===== config.mk =====
export PLATFORM = sky130hd
export DESIGN_NAME = rftor_regs
export DESIGN_NICKNAME = d
export VERILOG_FILES = /design/src/rftor_pkg.sv /design/src/rftor_regs.sv
export SDC_FILE = /design/constraint.sdc
export NUM_CORES = 1
export LEC_CHECK = 0
export ABC_AREA = 1
export CAP_MARGIN = 20
export CORE_MARGIN = 2
export CORE_UTILIZATION = 29
export CTS_CLUSTER_SIZE = 12
export DETAILED_ROUTE_END_ITERATION = 8
export DONT_BUFFER_PORTS = 1
export PLACE_DENSITY_LB_ADDON = 0.25
export SLEW_MARGIN = 10
export SYNTH_ARGS = -nofsm -noshare
export SYNTH_HDL_FRONTEND = slang
export SYNTH_SLANG_ARGS = --single-unit

===== constraint.sdc =====
create_clock -name CLK_SYS -period 1.6 [get_ports CLK_SYS]
set_clock_uncertainty 0.15 [all_clocks]
set_input_delay 0.48 -clock CLK_SYS [delete_from_list [all_inputs] [get_ports CLK_SYS]]
set_output_delay 0.48 -clock CLK_SYS [all_outputs]
set_load 0.005 [all_outputs]

===== src/rftor_pkg.sv =====
// Package with register map, field layout, reset values and bus carriers of the RF test override bank
// Contract
// - Mixer test bit forces static DC outputs
// - Polarity field selects I and Q signs
// - Routing active: power-down and mode from interface
// - No routing: power-down and mode MSB forced
// - Filter-route bit connects test module to filter
// - ADC-route bit connects test module to ADC
// - Three charge pump test bits, reset zero
// - Sample output drives lock, data, clock pins
// - Rotation field picks ADC input rotation order
// - Dither enable resets to one
// - Comparator bit enables frequency comparator output
// - Chop, shaping, rotation disable bits reset zero
// - VGA override sets first coupler from bit
// - VGA override sets second coupler from field
// - Three stage override fields applied under override
// - Status shows live lock, clock, data levels
package rftor_pkg;

	// Bus widths
	localparam int AXI_ADDR_W = 12;
	localparam int AXI_DATA_W = 32;

	// Register indices; byte address is four times the index
	localparam logic [6:0] IDX_CP_MIXER_TEST_CTRL = 7'h24;
	localparam logic [6:0] IDX_ADC_TEST_CTRL = 7'h25;
	localparam logic [6:0] IDX_VGA_COUPLER_OVERRIDE = 7'h26;
	localparam logic [6:0] IDX_VGA_STAGE_OVERRIDE = 7'h27;
	localparam logic [6:0] IDX_TESTMOD_IFACE = 7'h28;
	localparam logic [6:0] IDX_PIN_STATUS = 7'h40;

	// Charge pump and mixer control fields
	localparam int POS_PUMP_NORMAL_OFF = 7;
	localparam int POS_PUMP_FORCE_UP = 6;
	localparam int POS_PUMP_FORCE_DOWN = 5;
	localparam int POS_MIXER_POLARITY_HI = 4;
	localparam int POS_MIXER_POLARITY_LO = 3;
	localparam int POS_MIXER_DC_TEST_EN = 2;
	localparam int POS_TESTMOD_TO_FILTER_EN = 1;
	localparam int POS_TESTMOD_TO_ADC_EN = 0;

	// ADC test fields
	localparam int POS_FREQ_COMP_EN = 7;
	localparam int POS_DITHER_EN = 6;
	localparam int POS_ADC_SAMPLE_OUT = 5;
	localparam int POS_CHOP_OFF = 4;
	localparam int POS_SHAPING_OFF = 3;
	localparam int POS_CM_ROTATION_OFF = 2;

	// VGA fields
	localparam int POS_VGA_OVERRIDE = 3;
	localparam int POS_COUPLER_ONE = 2;

	// Test module interface fields
	localparam int POS_TESTMOD_PD = 3;

	// Status fields
	localparam int POS_STAT_LOCK = 2;
	localparam int POS_STAT_DATA_CLOCK_PIN = 1;
	localparam int POS_STAT_DATA = 0;

	// Values after reset
	localparam logic [7:0] RST_CP_MIXER_TEST_CTRL = 8'h00;
	localparam logic [7:0] RST_ADC_TEST_CTRL = 8'h40;
	localparam logic [3:0] RST_VGA_COUPLER_OVERRIDE = 4'h0;
	localparam logic [5:0] RST_VGA_STAGE_OVERRIDE = 6'h00;
	localparam logic [3:0] RST_TESTMOD_IFACE = 4'h0;

	// ADC sampling clock: half period in system cycles
	localparam int ADC_HALF_PERIOD_CYCLES = 4;

	// Bus answers
	localparam logic [1:0] RESP_OKAY = 2'h0;
	localparam logic [1:0] RESP_SLVERR = 2'h2;

	// Rotation modes
	typedef enum logic [1:0] {ROT_NATURAL, ROT_GRAY, ROT_FIXED, ROT_ALTERNATE} rftor_rot_type;

	// Master to slave
	typedef struct packed {
		logic awvalid;
		logic [AXI_ADDR_W-1:0] awaddr;
		logic wvalid;
		logic [AXI_DATA_W-1:0] wdata;
		logic [3:0] wstrb;
		logic bready;
		logic arvalid;
		logic [AXI_ADDR_W-1:0] araddr;
		logic rready;
	} rftor_axi_req_type;

	// Slave to master
	typedef struct packed {
		logic awready;
		logic wready;
		logic bvalid;
		logic [1:0] bresp;
		logic arready;
		logic rvalid;
		logic [AXI_DATA_W-1:0] rdata;
		logic [1:0] rresp;
	} rftor_axi_resp_type;

endpackage : rftor_pkg


===== src/rftor_regs.sv =====
// RF test override register bank with AXI4-Lite slave and pin test muxing
`timescale 1ns/100ps
module rftor_regs import rftor_pkg::*; #(
	parameter int ADC_HALF_PERIOD = ADC_HALF_PERIOD_CYCLES
) (
	// Clock and reset
	input wire logic CLK_SYS,
	input wire logic RST,
	// Register bus
	input wire rftor_axi_req_type AXI_REQ,
	output rftor_axi_resp_type AXI_RESP,
	// Charge pump
	output logic PUMP_NORMAL_OFF,
	output logic PUMP_FORCE_UP,
	output logic PUMP_FORCE_DOWN,
	// Mixer
	output logic MIXER_DC_TEST_EN,
	output logic MIXER_I_POSITIVE,
	output logic MIXER_Q_POSITIVE,
	// Analog test module
	output logic TESTMOD_TO_FILTER_EN,
	output logic TESTMOD_TO_ADC_EN,
	output logic TESTMOD_POWERDOWN,
	output logic [2:0] TESTMOD_MODE,
	// ADC and phase detector
	output logic FREQ_COMP_OUT_EN,
	output logic SIGMA_DELTA_DITHER_EN,
	output logic INTEGRATOR_CHOP_OFF,
	output logic FEEDBACK_SHAPING_OFF,
	output logic COMMON_MODE_ROTATION_OFF,
	output logic [1:0] ADC_ROTATION_POS,
	output logic ADC_CLK_OUT,
	input wire logic [1:0] ADC_SAMPLE,
	// VGA
	output logic VGA_OVERRIDE_EN,
	output logic COUPLER_ONE_VALUE,
	output logic [1:0] COUPLER_TWO_VALUE,
	output logic [1:0] GAIN_STAGE_ONE_VALUE,
	output logic [1:0] GAIN_STAGE_TWO_VALUE,
	output logic [1:0] GAIN_STAGE_THREE_VALUE,
	// Normal pin sources
	input wire logic LOCK_NORMAL,
	input wire logic LOCK_NORMAL_OE,
	input wire logic DATA_CLOCK_PIN_NORMAL,
	input wire logic DATA_CLOCK_PIN_NORMAL_OE,
	input wire logic DATA_NORMAL,
	input wire logic DATA_NORMAL_OE,
	// Pins
	input wire logic LOCK_PIN_I,
	output logic LOCK_PIN_O,
	output logic LOCK_PIN_OE,
	input wire logic DATA_CLOCK_PIN_I,
	output logic DATA_CLOCK_PIN_O,
	output logic DATA_CLOCK_PIN_OE,
	input wire logic SERIAL_DATA_PIN_I,
	output logic SERIAL_DATA_PIN_O,
	output logic SERIAL_DATA_PIN_OE
);

	// Stored registers
	logic [7:0] cp_mixer_reg, cp_mixer_next;
	logic [7:0] adc_test_reg, adc_test_next;
	logic [3:0] vga_coupler_reg, vga_coupler_next;
	logic [5:0] vga_stage_reg, vga_stage_next;
	logic [3:0] iface_reg, iface_next;
	// Write channel state
	logic aw_held_reg, aw_held_next;
	logic [6:0] aw_idx_reg, aw_idx_next;
	logic aw_bad_reg, aw_bad_next;
	logic w_held_reg, w_held_next;
	logic [7:0] w_data_reg, w_data_next;
	logic w_lane_reg, w_lane_next;
	logic bvalid_reg, bvalid_next;
	logic [1:0] bresp_reg, bresp_next;
	// Read channel state
	logic rvalid_reg, rvalid_next;
	logic [31:0] rdata_reg, rdata_next;
	logic [1:0] rresp_reg, rresp_next;
	// ADC clock divider and rotation
	logic [15:0] div_cnt_reg, div_cnt_next;
	logic adc_clk_reg, adc_clk_next;
	logic [1:0] rot_step_reg, rot_step_next;
	// Decode helpers
	logic routing_on;
	logic sample_out;
	logic do_write;
	logic rd_hit;
	logic [7:0] rd_byte;
	logic [6:0] ar_idx;

	// Routing of test module is live when either route bit is set
	assign routing_on = cp_mixer_reg[POS_TESTMOD_TO_FILTER_EN] | cp_mixer_reg[POS_TESTMOD_TO_ADC_EN];
	assign sample_out = adc_test_reg[POS_ADC_SAMPLE_OUT];
	// Write commits once address and data are both held and no answer is pending
	assign do_write = aw_held_reg && w_held_reg && !bvalid_reg;
	assign ar_idx = AXI_REQ.araddr[8:2];
	// Rotation order lookup
	function automatic logic [1:0] rot_pos(input logic [1:0] mode, input logic [1:0] step);
		case (rftor_rot_type'(mode))
			ROT_NATURAL: rot_pos = step;
			// Order 00 10 11 01 is the step in Gray code with its bits swapped
			ROT_GRAY: rot_pos = {step[1] ^ step[0], step[1]};
			ROT_FIXED: rot_pos = 2'h0;
			ROT_ALTERNATE: rot_pos = step[0] ? 2'h2 : 2'h0;
			default: rot_pos = 2'h0;
		endcase
	endfunction : rot_pos
	// Read mux; status bits are sampled live from the pins
	always_comb begin
		rd_hit = (AXI_REQ.araddr[AXI_ADDR_W-1:9] == '0);
		rd_byte = 8'h00;
		case (ar_idx)
			IDX_CP_MIXER_TEST_CTRL: rd_byte = cp_mixer_reg;
			IDX_ADC_TEST_CTRL: rd_byte = adc_test_reg;
			IDX_VGA_COUPLER_OVERRIDE: rd_byte = {4'h0, vga_coupler_reg}; // Reserved bits read zero
			IDX_VGA_STAGE_OVERRIDE: rd_byte = {2'h0, vga_stage_reg};
			IDX_TESTMOD_IFACE: rd_byte = {4'h0, iface_reg};
			IDX_PIN_STATUS: rd_byte = {5'h00, LOCK_PIN_I, DATA_CLOCK_PIN_I, SERIAL_DATA_PIN_I};
			default: rd_hit = 1'b0; // Unmapped answers SLVERR
		endcase
	end

	// Bus channels and register writes, next state
	always_comb begin
		cp_mixer_next = cp_mixer_reg;
		adc_test_next = adc_test_reg;
		vga_coupler_next = vga_coupler_reg;
		vga_stage_next = vga_stage_reg;
		iface_next = iface_reg;
		aw_held_next = aw_held_reg;
		aw_idx_next = aw_idx_reg;
		aw_bad_next = aw_bad_reg;
		w_held_next = w_held_reg;
		w_data_next = w_data_reg;
		w_lane_next = w_lane_reg;
		bvalid_next = bvalid_reg;
		bresp_next = bresp_reg;
		rvalid_next = rvalid_reg;
		rdata_next = rdata_reg;
		rresp_next = rresp_reg;
		// Address and data taken in either order
		if (AXI_REQ.awvalid && !aw_held_reg) begin
			aw_held_next = 1'b1;
			aw_idx_next = AXI_REQ.awaddr[8:2];
			aw_bad_next = (AXI_REQ.awaddr[AXI_ADDR_W-1:9] != '0);
		end
		if (AXI_REQ.wvalid && !w_held_reg) begin
			w_held_next = 1'b1;
			w_data_next = AXI_REQ.wdata[7:0];
			w_lane_next = AXI_REQ.wstrb[0];
		end
		// Commit the write and raise the answer
		if (do_write) begin
			aw_held_next = 1'b0;
			w_held_next = 1'b0;
			bvalid_next = 1'b1;
			bresp_next = RESP_OKAY;
			if (aw_bad_reg) begin
				bresp_next = RESP_SLVERR;
			end else begin
				case (aw_idx_reg)
					IDX_CP_MIXER_TEST_CTRL: if (w_lane_reg) cp_mixer_next = w_data_reg;
					IDX_ADC_TEST_CTRL: if (w_lane_reg) adc_test_next = w_data_reg;
					IDX_VGA_COUPLER_OVERRIDE: if (w_lane_reg) vga_coupler_next = w_data_reg[3:0];
					IDX_VGA_STAGE_OVERRIDE: if (w_lane_reg) vga_stage_next = w_data_reg[5:0];
					IDX_TESTMOD_IFACE: if (w_lane_reg) iface_next = w_data_reg[3:0];
					IDX_PIN_STATUS: bresp_next = RESP_OKAY; // Read-only, write ignored
					default: bresp_next = RESP_SLVERR;
				endcase
			end
		end else if (bvalid_reg && AXI_REQ.bready) begin
			bvalid_next = 1'b0;
		end
		// Read answered one cycle after the address is taken
		if (!rvalid_reg && AXI_REQ.arvalid) begin
			rvalid_next = 1'b1;
			rdata_next = {24'h000000, rd_byte};
			rresp_next = rd_hit ? RESP_OKAY : RESP_SLVERR;
		end else if (rvalid_reg && AXI_REQ.rready) begin
			rvalid_next = 1'b0;
		end
	end

	// Bus and register flops
	always_ff @(posedge CLK_SYS) begin
		if (RST) begin
			cp_mixer_reg <= RST_CP_MIXER_TEST_CTRL;
			adc_test_reg <= RST_ADC_TEST_CTRL;
			vga_coupler_reg <= RST_VGA_COUPLER_OVERRIDE;
			vga_stage_reg <= RST_VGA_STAGE_OVERRIDE;
			iface_reg <= RST_TESTMOD_IFACE;
			aw_held_reg <= 1'b0;
			aw_idx_reg <= 7'h00;
			aw_bad_reg <= 1'b0;
			w_held_reg <= 1'b0;
			w_data_reg <= 8'h00;
			w_lane_reg <= 1'b0;
			bvalid_reg <= 1'b0;
			bresp_reg <= RESP_OKAY;
			rvalid_reg <= 1'b0;
			rdata_reg <= 32'h00000000;
			rresp_reg <= RESP_OKAY;
		end else begin
			cp_mixer_reg <= cp_mixer_next;
			adc_test_reg <= adc_test_next;
			vga_coupler_reg <= vga_coupler_next;
			vga_stage_reg <= vga_stage_next;
			iface_reg <= iface_next;
			aw_held_reg <= aw_held_next;
			aw_idx_reg <= aw_idx_next;
			aw_bad_reg <= aw_bad_next;
			w_held_reg <= w_held_next;
			w_data_reg <= w_data_next;
			w_lane_reg <= w_lane_next;
			bvalid_reg <= bvalid_next;
			bresp_reg <= bresp_next;
			rvalid_reg <= rvalid_next;
			rdata_reg <= rdata_next;
			rresp_reg <= rresp_next;
		end
	end

	// Bus outputs; ready held low while a channel's word is parked
	always_comb begin
		AXI_RESP.awready = !aw_held_reg;
		AXI_RESP.wready = !w_held_reg;
		AXI_RESP.bvalid = bvalid_reg;
		AXI_RESP.bresp = bresp_reg;
		AXI_RESP.arready = !rvalid_reg;
		AXI_RESP.rvalid = rvalid_reg;
		AXI_RESP.rdata = rdata_reg;
		AXI_RESP.rresp = rresp_reg;
	end

	// ADC clock divider and rotation step, next state
	always_comb begin
		div_cnt_next = div_cnt_reg + 16'h0001;
		adc_clk_next = adc_clk_reg;
		rot_step_next = rot_step_reg;
		if (div_cnt_reg >= 16'(ADC_HALF_PERIOD - 1)) begin
			div_cnt_next = 16'h0000;
			adc_clk_next = !adc_clk_reg;
			// Step rotation on each rising ADC clock edge
			if (!adc_clk_reg) begin
				rot_step_next = rot_step_reg + 2'h1;
			end
		end
	end
	// ADC clock flops
	always_ff @(posedge CLK_SYS) begin
		if (RST) begin
			div_cnt_reg <= 16'h0000;
			adc_clk_reg <= 1'b0;
			rot_step_reg <= 2'h0;
		end else begin
			div_cnt_reg <= div_cnt_next;
			adc_clk_reg <= adc_clk_next;
			rot_step_reg <= rot_step_next;
		end
	end

	// Analog control outputs from the stored fields, some gated or forced as noted below
	always_comb begin
		PUMP_NORMAL_OFF = cp_mixer_reg[POS_PUMP_NORMAL_OFF];
		PUMP_FORCE_UP = cp_mixer_reg[POS_PUMP_FORCE_UP];
		PUMP_FORCE_DOWN = cp_mixer_reg[POS_PUMP_FORCE_DOWN];
		MIXER_DC_TEST_EN = cp_mixer_reg[POS_MIXER_DC_TEST_EN];
		// Polarity only meaningful under DC test; idle low otherwise
		MIXER_I_POSITIVE = MIXER_DC_TEST_EN & cp_mixer_reg[POS_MIXER_POLARITY_HI];
		MIXER_Q_POSITIVE = MIXER_DC_TEST_EN & cp_mixer_reg[POS_MIXER_POLARITY_LO];
		TESTMOD_TO_FILTER_EN = cp_mixer_reg[POS_TESTMOD_TO_FILTER_EN];
		TESTMOD_TO_ADC_EN = cp_mixer_reg[POS_TESTMOD_TO_ADC_EN];
		if (routing_on) begin
			TESTMOD_POWERDOWN = iface_reg[POS_TESTMOD_PD];
			TESTMOD_MODE = iface_reg[2:0];
		end else begin
			// Keep the test module asleep when nothing is routed
			TESTMOD_POWERDOWN = 1'b1;
			TESTMOD_MODE = {1'b1, iface_reg[1:0]};
		end
		FREQ_COMP_OUT_EN = adc_test_reg[POS_FREQ_COMP_EN];
		SIGMA_DELTA_DITHER_EN = adc_test_reg[POS_DITHER_EN];
		INTEGRATOR_CHOP_OFF = adc_test_reg[POS_CHOP_OFF];
		FEEDBACK_SHAPING_OFF = adc_test_reg[POS_SHAPING_OFF];
		COMMON_MODE_ROTATION_OFF = adc_test_reg[POS_CM_ROTATION_OFF];
		ADC_ROTATION_POS = rot_pos(adc_test_reg[1:0], rot_step_reg);
		ADC_CLK_OUT = adc_clk_reg;
		// Values pass only under override so normal AGC stays in charge
		VGA_OVERRIDE_EN = vga_coupler_reg[POS_VGA_OVERRIDE];
		COUPLER_ONE_VALUE = VGA_OVERRIDE_EN & vga_coupler_reg[POS_COUPLER_ONE];
		COUPLER_TWO_VALUE = VGA_OVERRIDE_EN ? vga_coupler_reg[1:0] : 2'h0;
		GAIN_STAGE_ONE_VALUE = VGA_OVERRIDE_EN ? vga_stage_reg[5:4] : 2'h0;
		GAIN_STAGE_TWO_VALUE = VGA_OVERRIDE_EN ? vga_stage_reg[3:2] : 2'h0;
		GAIN_STAGE_THREE_VALUE = VGA_OVERRIDE_EN ? vga_stage_reg[1:0] : 2'h0;
	end

	// Pin muxing: ADC sample output takes over all three pins
	always_comb begin
		LOCK_PIN_O = sample_out ? ADC_SAMPLE[1] : LOCK_NORMAL;
		LOCK_PIN_OE = sample_out | LOCK_NORMAL_OE;
		DATA_CLOCK_PIN_O = sample_out ? adc_clk_reg : DATA_CLOCK_PIN_NORMAL;
		DATA_CLOCK_PIN_OE = sample_out | DATA_CLOCK_PIN_NORMAL_OE;
		SERIAL_DATA_PIN_O = sample_out ? ADC_SAMPLE[0] : DATA_NORMAL;
		SERIAL_DATA_PIN_OE = sample_out | DATA_NORMAL_OE;
	end
endmodule : rftor_regs


After elaboration in Yosys (flattened, before gate mapping)
Index checks and enable logic that the tools add are counted.

Bits in registers: 82. Input port bits: 78. Output and inout port bits: 77. Word-level logic and storage cells: 94.

Add/sub/neg operators: 2. $lt $le $gt $ge: 1. Eq/ne operators: 15. Multiplexer cells: 20. Bitwise logic cells: 10. Reduce and logical (&&, ||, !) cells: 27.

Operator list (number): 7-bit by 6-bit == test with 1-bit output, second input constant (10); 8-bit one-hot mux with 6 select lines (1); 4-bit AND reduction (5); 16-bit by 1-bit adder with 16-bit output, second input constant (1); 16-bit by 2-bit greater-or-equal comparator with 1-bit output, second input constant (1); 2-bit 2-to-1 mux (8); 7-bit == test, second input constant (2); 6-bit OR reduction (2); 1-bit 2-to-1 mux (9); 2-bit one-hot mux with 4 select lines (1); 1-bit logical AND (7); 1-bit zero test (5); 2-bit == test, second input constant (2); 1-bit OR (4); 2-bit nonzero test (2); 2-bit OR reduction (2); 1-bit bitwise AND (3); 3-bit zero test (1); 3-bit 2-to-1 mux (1); 3-bit nonzero test (1); 2-bit by 1-bit adder with 2-bit output, second input constant (1); 2-bit by 1-bit == test with 1-bit output, second input constant (1); 2-bit zero test (1); 1-bit inverter (2); other kinds (2) (2).

Logic depth before layout (Yosys ltp)
Word-level depth: 4. Gate-level depth with buffers: 10.

Least setup slack after synthesis
Ideal clock, no wire load.

Kind: input to register. Start: input port AXI_REQ[51] (netlist name). End: register w_data_reg[6]. Library setup time: 0.116 ns. Data arrival time: 1.226 ns. Required time: 1.334 ns. Setup slack: 0.108 ns. Stages on the path: 5. Path buffers: 0. Path through: inv_1 nor2_1 clkinv_1 nor2_1 nor2_1.

Longest elaborated chain between the ends: 1.

Ends and longest elaborated chain: start, declared (RTL line rftor_regs.sv:10) `input wire rftor_axi_req_type AXI_REQ,`; 1-bit logical AND (RTL line rftor_regs.sv:147) `if (AXI_REQ.wvalid && !w_held_reg) begin`; end signal, assigned (RTL line rftor_regs.sv:213) `w_data_reg <= w_data_next;`; end, declared (RTL line rftor_regs.sv:71) `logic [7:0] w_data_reg, w_data_next;`.

Every way passes these cells. A chain may end at the register's enable or synchronous reset.

Worst setup path after layout
Start: register adc_test_reg[1]. End: output port ADC_ROTATION_POS[1].

Longest elaborated chain between the ends: 2. Elaborated cells on any way between the ends: 5. Classes of those cells: eq/ne: 3; mux: 1; reduce/logical: 1.

Ends and longest elaborated chain: start, declared (RTL line rftor_regs.sv:62) `logic [7:0] adc_test_reg, adc_test_next;`; start signal, assigned (RTL line rftor_regs.sv:205) `adc_test_reg <= adc_test_next;`; 2-bit == test, or another cell as far along (RTL line rftor_regs.sv:99) `case (rftor_rot_type'(mode))`; 2-bit one-hot mux with 4 select lines * (RTL line rftor_regs.sv:99); end, declared (RTL line rftor_regs.sv:31) `output logic [1:0] ADC_ROTATION_POS,`.

Mark *: on every way between the ends. The rest lies on a longest branch, timed or not.

==> results.sh <==
export IMPL_status="finished with violations"
export IMPL_violations="negative setup slack"
export IMPL_fmax_mhz=612
export IMPL_hp_class="in2reg"
export IMPL_final_hold_violation_count=0
export IMPL_post_route_period_util_pct=102
export IMPL_track_usage_pct=13.6
export IMPL_yosys_warnings=0
export IMPL_ant_nets=0
export IMPL_h_tree_depth=3
export IMPL_synth_top_cell_area_share_pct=44.8
export IMPL_num_io_pins=155
export IMPL_synth_area_top_cells="dfxtp_1 (45%), nor2_1 (11%), nand2_1 (8.1%)"
export IMPL_yosys_area_top_type="dfxtp_1"
export IMPL_synth_edf_count=0
export IMPL_area_delta_synth_final_pct=16.9
export IMPL_drt_pass1_iterations=4
export IMPL_setup_tns_final_ns=-0.0479
export IMPL_clockPowerShare_pct=45.2
export IMPL_synthesis_area_sq_mm=0.00357
export IMPL_synth_ff_type="dfxtp_1"
export IMPL_layout_drive_gt1_share_pct=14.6
export IMPL_crit_slowest_cell="dfxtp_4"
export IMPL_clkTransAtPathRegs_ns=0.06
export IMPL_worst_setup_path_type="reg2out"
export IMPL_p_per_area_mw_per_mm2=1050
export IMPL_num_antenna_cells=0
export IMPL_crit_required_ns=0.97
export IMPL_end_kind="output pin"
export IMPL_p_int_mw=3.27
export IMPL_antenna_found_initial=0
export IMPL_path_max_fanout=2
export IMPL_grt_overflow=0
export IMPL_ir_worst_vdd_mv=0.739
export IMPL_initial_core_util_pct=29.7
export IMPL_fin_crit_ns=1.63
export IMPL_vias_per_cell=4.51
export IMPL_postSynthAreaPerCell_sq_um=7.16
export IMPL_start_kind="flip-flop"
export IMPL_yosys_register_bits=80
export IMPL_cap_viol_max_count=0
export IMPL_arrival_ns=1.00
export IMPL_grt_max_degree=39
export IMPL_dp_cells=656
export IMPL_fin_cells=676
export IMPL_setup_violations_final=2
export IMPL_totalWireLength_microns=8830
export IMPL_die_w_microns=115
export IMPL_maxSlewViolCount=0
export IMPL_comb_power_share_pct=6.4
export IMPL_p_sw_share_pct=25.4
export IMPL_post_route_util_pct=34.8
export IMPL_largest_reg_flops=16
export IMPL_place_worst_setup_slack_ns=-0.0842
export IMPL_coreArea_sq_mm=0.0120
export IMPL_cp_cell_sequence="inv_4, nand2_4, xor2_4"
export IMPL_ys_seq_area_share_pct=44.8
export IMPL_ys_top_cells_by_count="nor2_1 (105), dfxtp_1 (80), nand2_1 (77), o21ai_0 (49), inv_1 (43)"
export IMPL_rsz0062_at_grt="true"
export IMPL_die_h_microns=115
export IMPL_grt_pass1_wl_microns=13800
export IMPL_ys_types=34
export IMPL_seq_power_share_pct=48.4
export IMPL_rows=40
export IMPL_cts_sinks=80
export IMPL_grt_pass1_vias=2748
export IMPL_clk_path_buf_depth=2
export IMPL_cts_made_buffers=9
export IMPL_cts_tree="built"
export IMPL_nNetsFinal=603
export IMPL_drc_errors=0
export IMPL_power_switching_mw=1.11
export IMPL_p_leak_nw=1.91
export IMPL_place_gp_congestion=0.821
export IMPL_crit_path_max_incr_delay_ns=0.37
export IMPL_drt_initial_drc_count=151
export IMPL_synth_most_common_cell="nor2_1"
export IMPL_port_buffers=0
export IMPL_dp_hpwl_microns=6730
export IMPL_syn_inst=499
export IMPL_vias=3049
export IMPL_design_die_area_sq_mm=0.0132
export IMPL_cts_root_buf="clkbuf_16"
export IMPL_layout_setup_ws_ns=-0.0331
export IMPL_routedWlPerCell_microns=13.1
export IMPL_clkLatencyLatePin_ns=0.34
export IMPL_async_reset_ff_share_pct=0
## layout by cell type (no fill, tap or decap), types with 2 or more instances in the layout
master,synthesis,layout
dfxtp_4,0,5
nand4_1,2,2
inv_6,0,2
nand3_1,42,40
buf_4,31,14
clkbuf_16,0,9
or2_4,0,3
o21ai_0,49,44
nor2_1,105,102
dfxtp_2,0,4
nor3_1,5,4
inv_1,43,38
o21bai_1,2,2
clkinvlp_4,0,3
nor2_2,3,4
nand2_1,77,75
nor2_4,2,4
conb_1,1,40
o21ai_1,0,4
dfxtp_1,80,71
nand3_2,0,2
inv_2,5,9
nand2_4,2,4
a21oi_1,22,20
## metrics by stage
step | hold slack (ns) | instance area, sq um | power, mW
6_report | 0.0453 | 4180 | 4.38
5_1_grt | 0.0332 | 4180 | 4.58
4_1_cts | 0.0330 | 4100 | 4.42
3_5_place_dp | 0.273 | 3730 | 2.42
3_3_place_gp | 0.265 | 3730 | 2.42
2_1_floorplan | 0.255 | 3720 | 2.40
## per-layer routing
layer  share of wire [%]  track usage (%)  wire, microns
met5                   0                0              0
met4                 1.2             4.58            106
met3                 8.8             5.80            773
met2                  45             21.3           3950
met1                  45             16.8           4010
## critical path, delay by kind of cell, from the launching register on
family	cells	cell delay (ns)
simple gates	1	0.08
buf+inv	1	0.04
flops	1	0.37
xor+xnor	1	0.17
## path summary, 6_finish.rpt
path                                 startpoint  cells past startpoint  slack, ns                   to
worst max-delay path            adc_test_reg[1]                      3      -0.03  ADC_ROTATION_POS[1]
worst min-delay path                        RST                      1       0.05      rot_step_reg[1]
worst max register to register      aw_held_reg                      7       0.11      cp_mixer_reg[6]
worst min register to register   div_cnt_reg[0]                      1       0.28       div_cnt_reg[0]
## layout make-up
| cell class | count | area, sq um |
|---|---|---|
| fillers | 1299 | 7840 |
| multi-input cells | 366 | 1740 |
| flip-flops and latches | 80 | 1630 |
| clock buffers | 10 | 239 |
| inverters | 51 | 200 |
| well taps | 147 | 184 |
| repair buffers | 16 | 136 |
| clock inverters | 6 | 51.3 |
## what timing repair did
| item | CTS | global route |
|---|---|---|
| pin swaps | 5 | 8 |
| endpoints found under the setup margin | 18 | 41 |
| gates resized for setup | 24 | 23 |
| hold buffers | 0 | 0 |
| setup buffers | 2 | 2 |
## power groups by stage
stage | registers (mW) | clock network [mW] | logic [mW]
floorplan | 2.15 | 0 | 0.256
CTS | 2.12 | 2.03 | 0.271
global route | 2.13 | 2.12 | 0.329
detailed placement | 2.17 | 0 | 0.258
global placement | 2.16 | 0 | 0.253
finish | 2.12 | 1.98 | 0.281
## cells by family after synthesis
| kind of cell | synth area share, % |
|---|---|
| flip-flops | 44.8 |
| other | 0.105 |
| AND/OR/NAND/NOR | 29.9 |
| adder cells (fa/ha/maj) | 0.350 |
| XOR/XNOR | 0.490 |
| buffers and inverters | 13.2 |
| AO/OA/AOI/OAI | 11.2 |
Power figures use the tool's default switching activity.
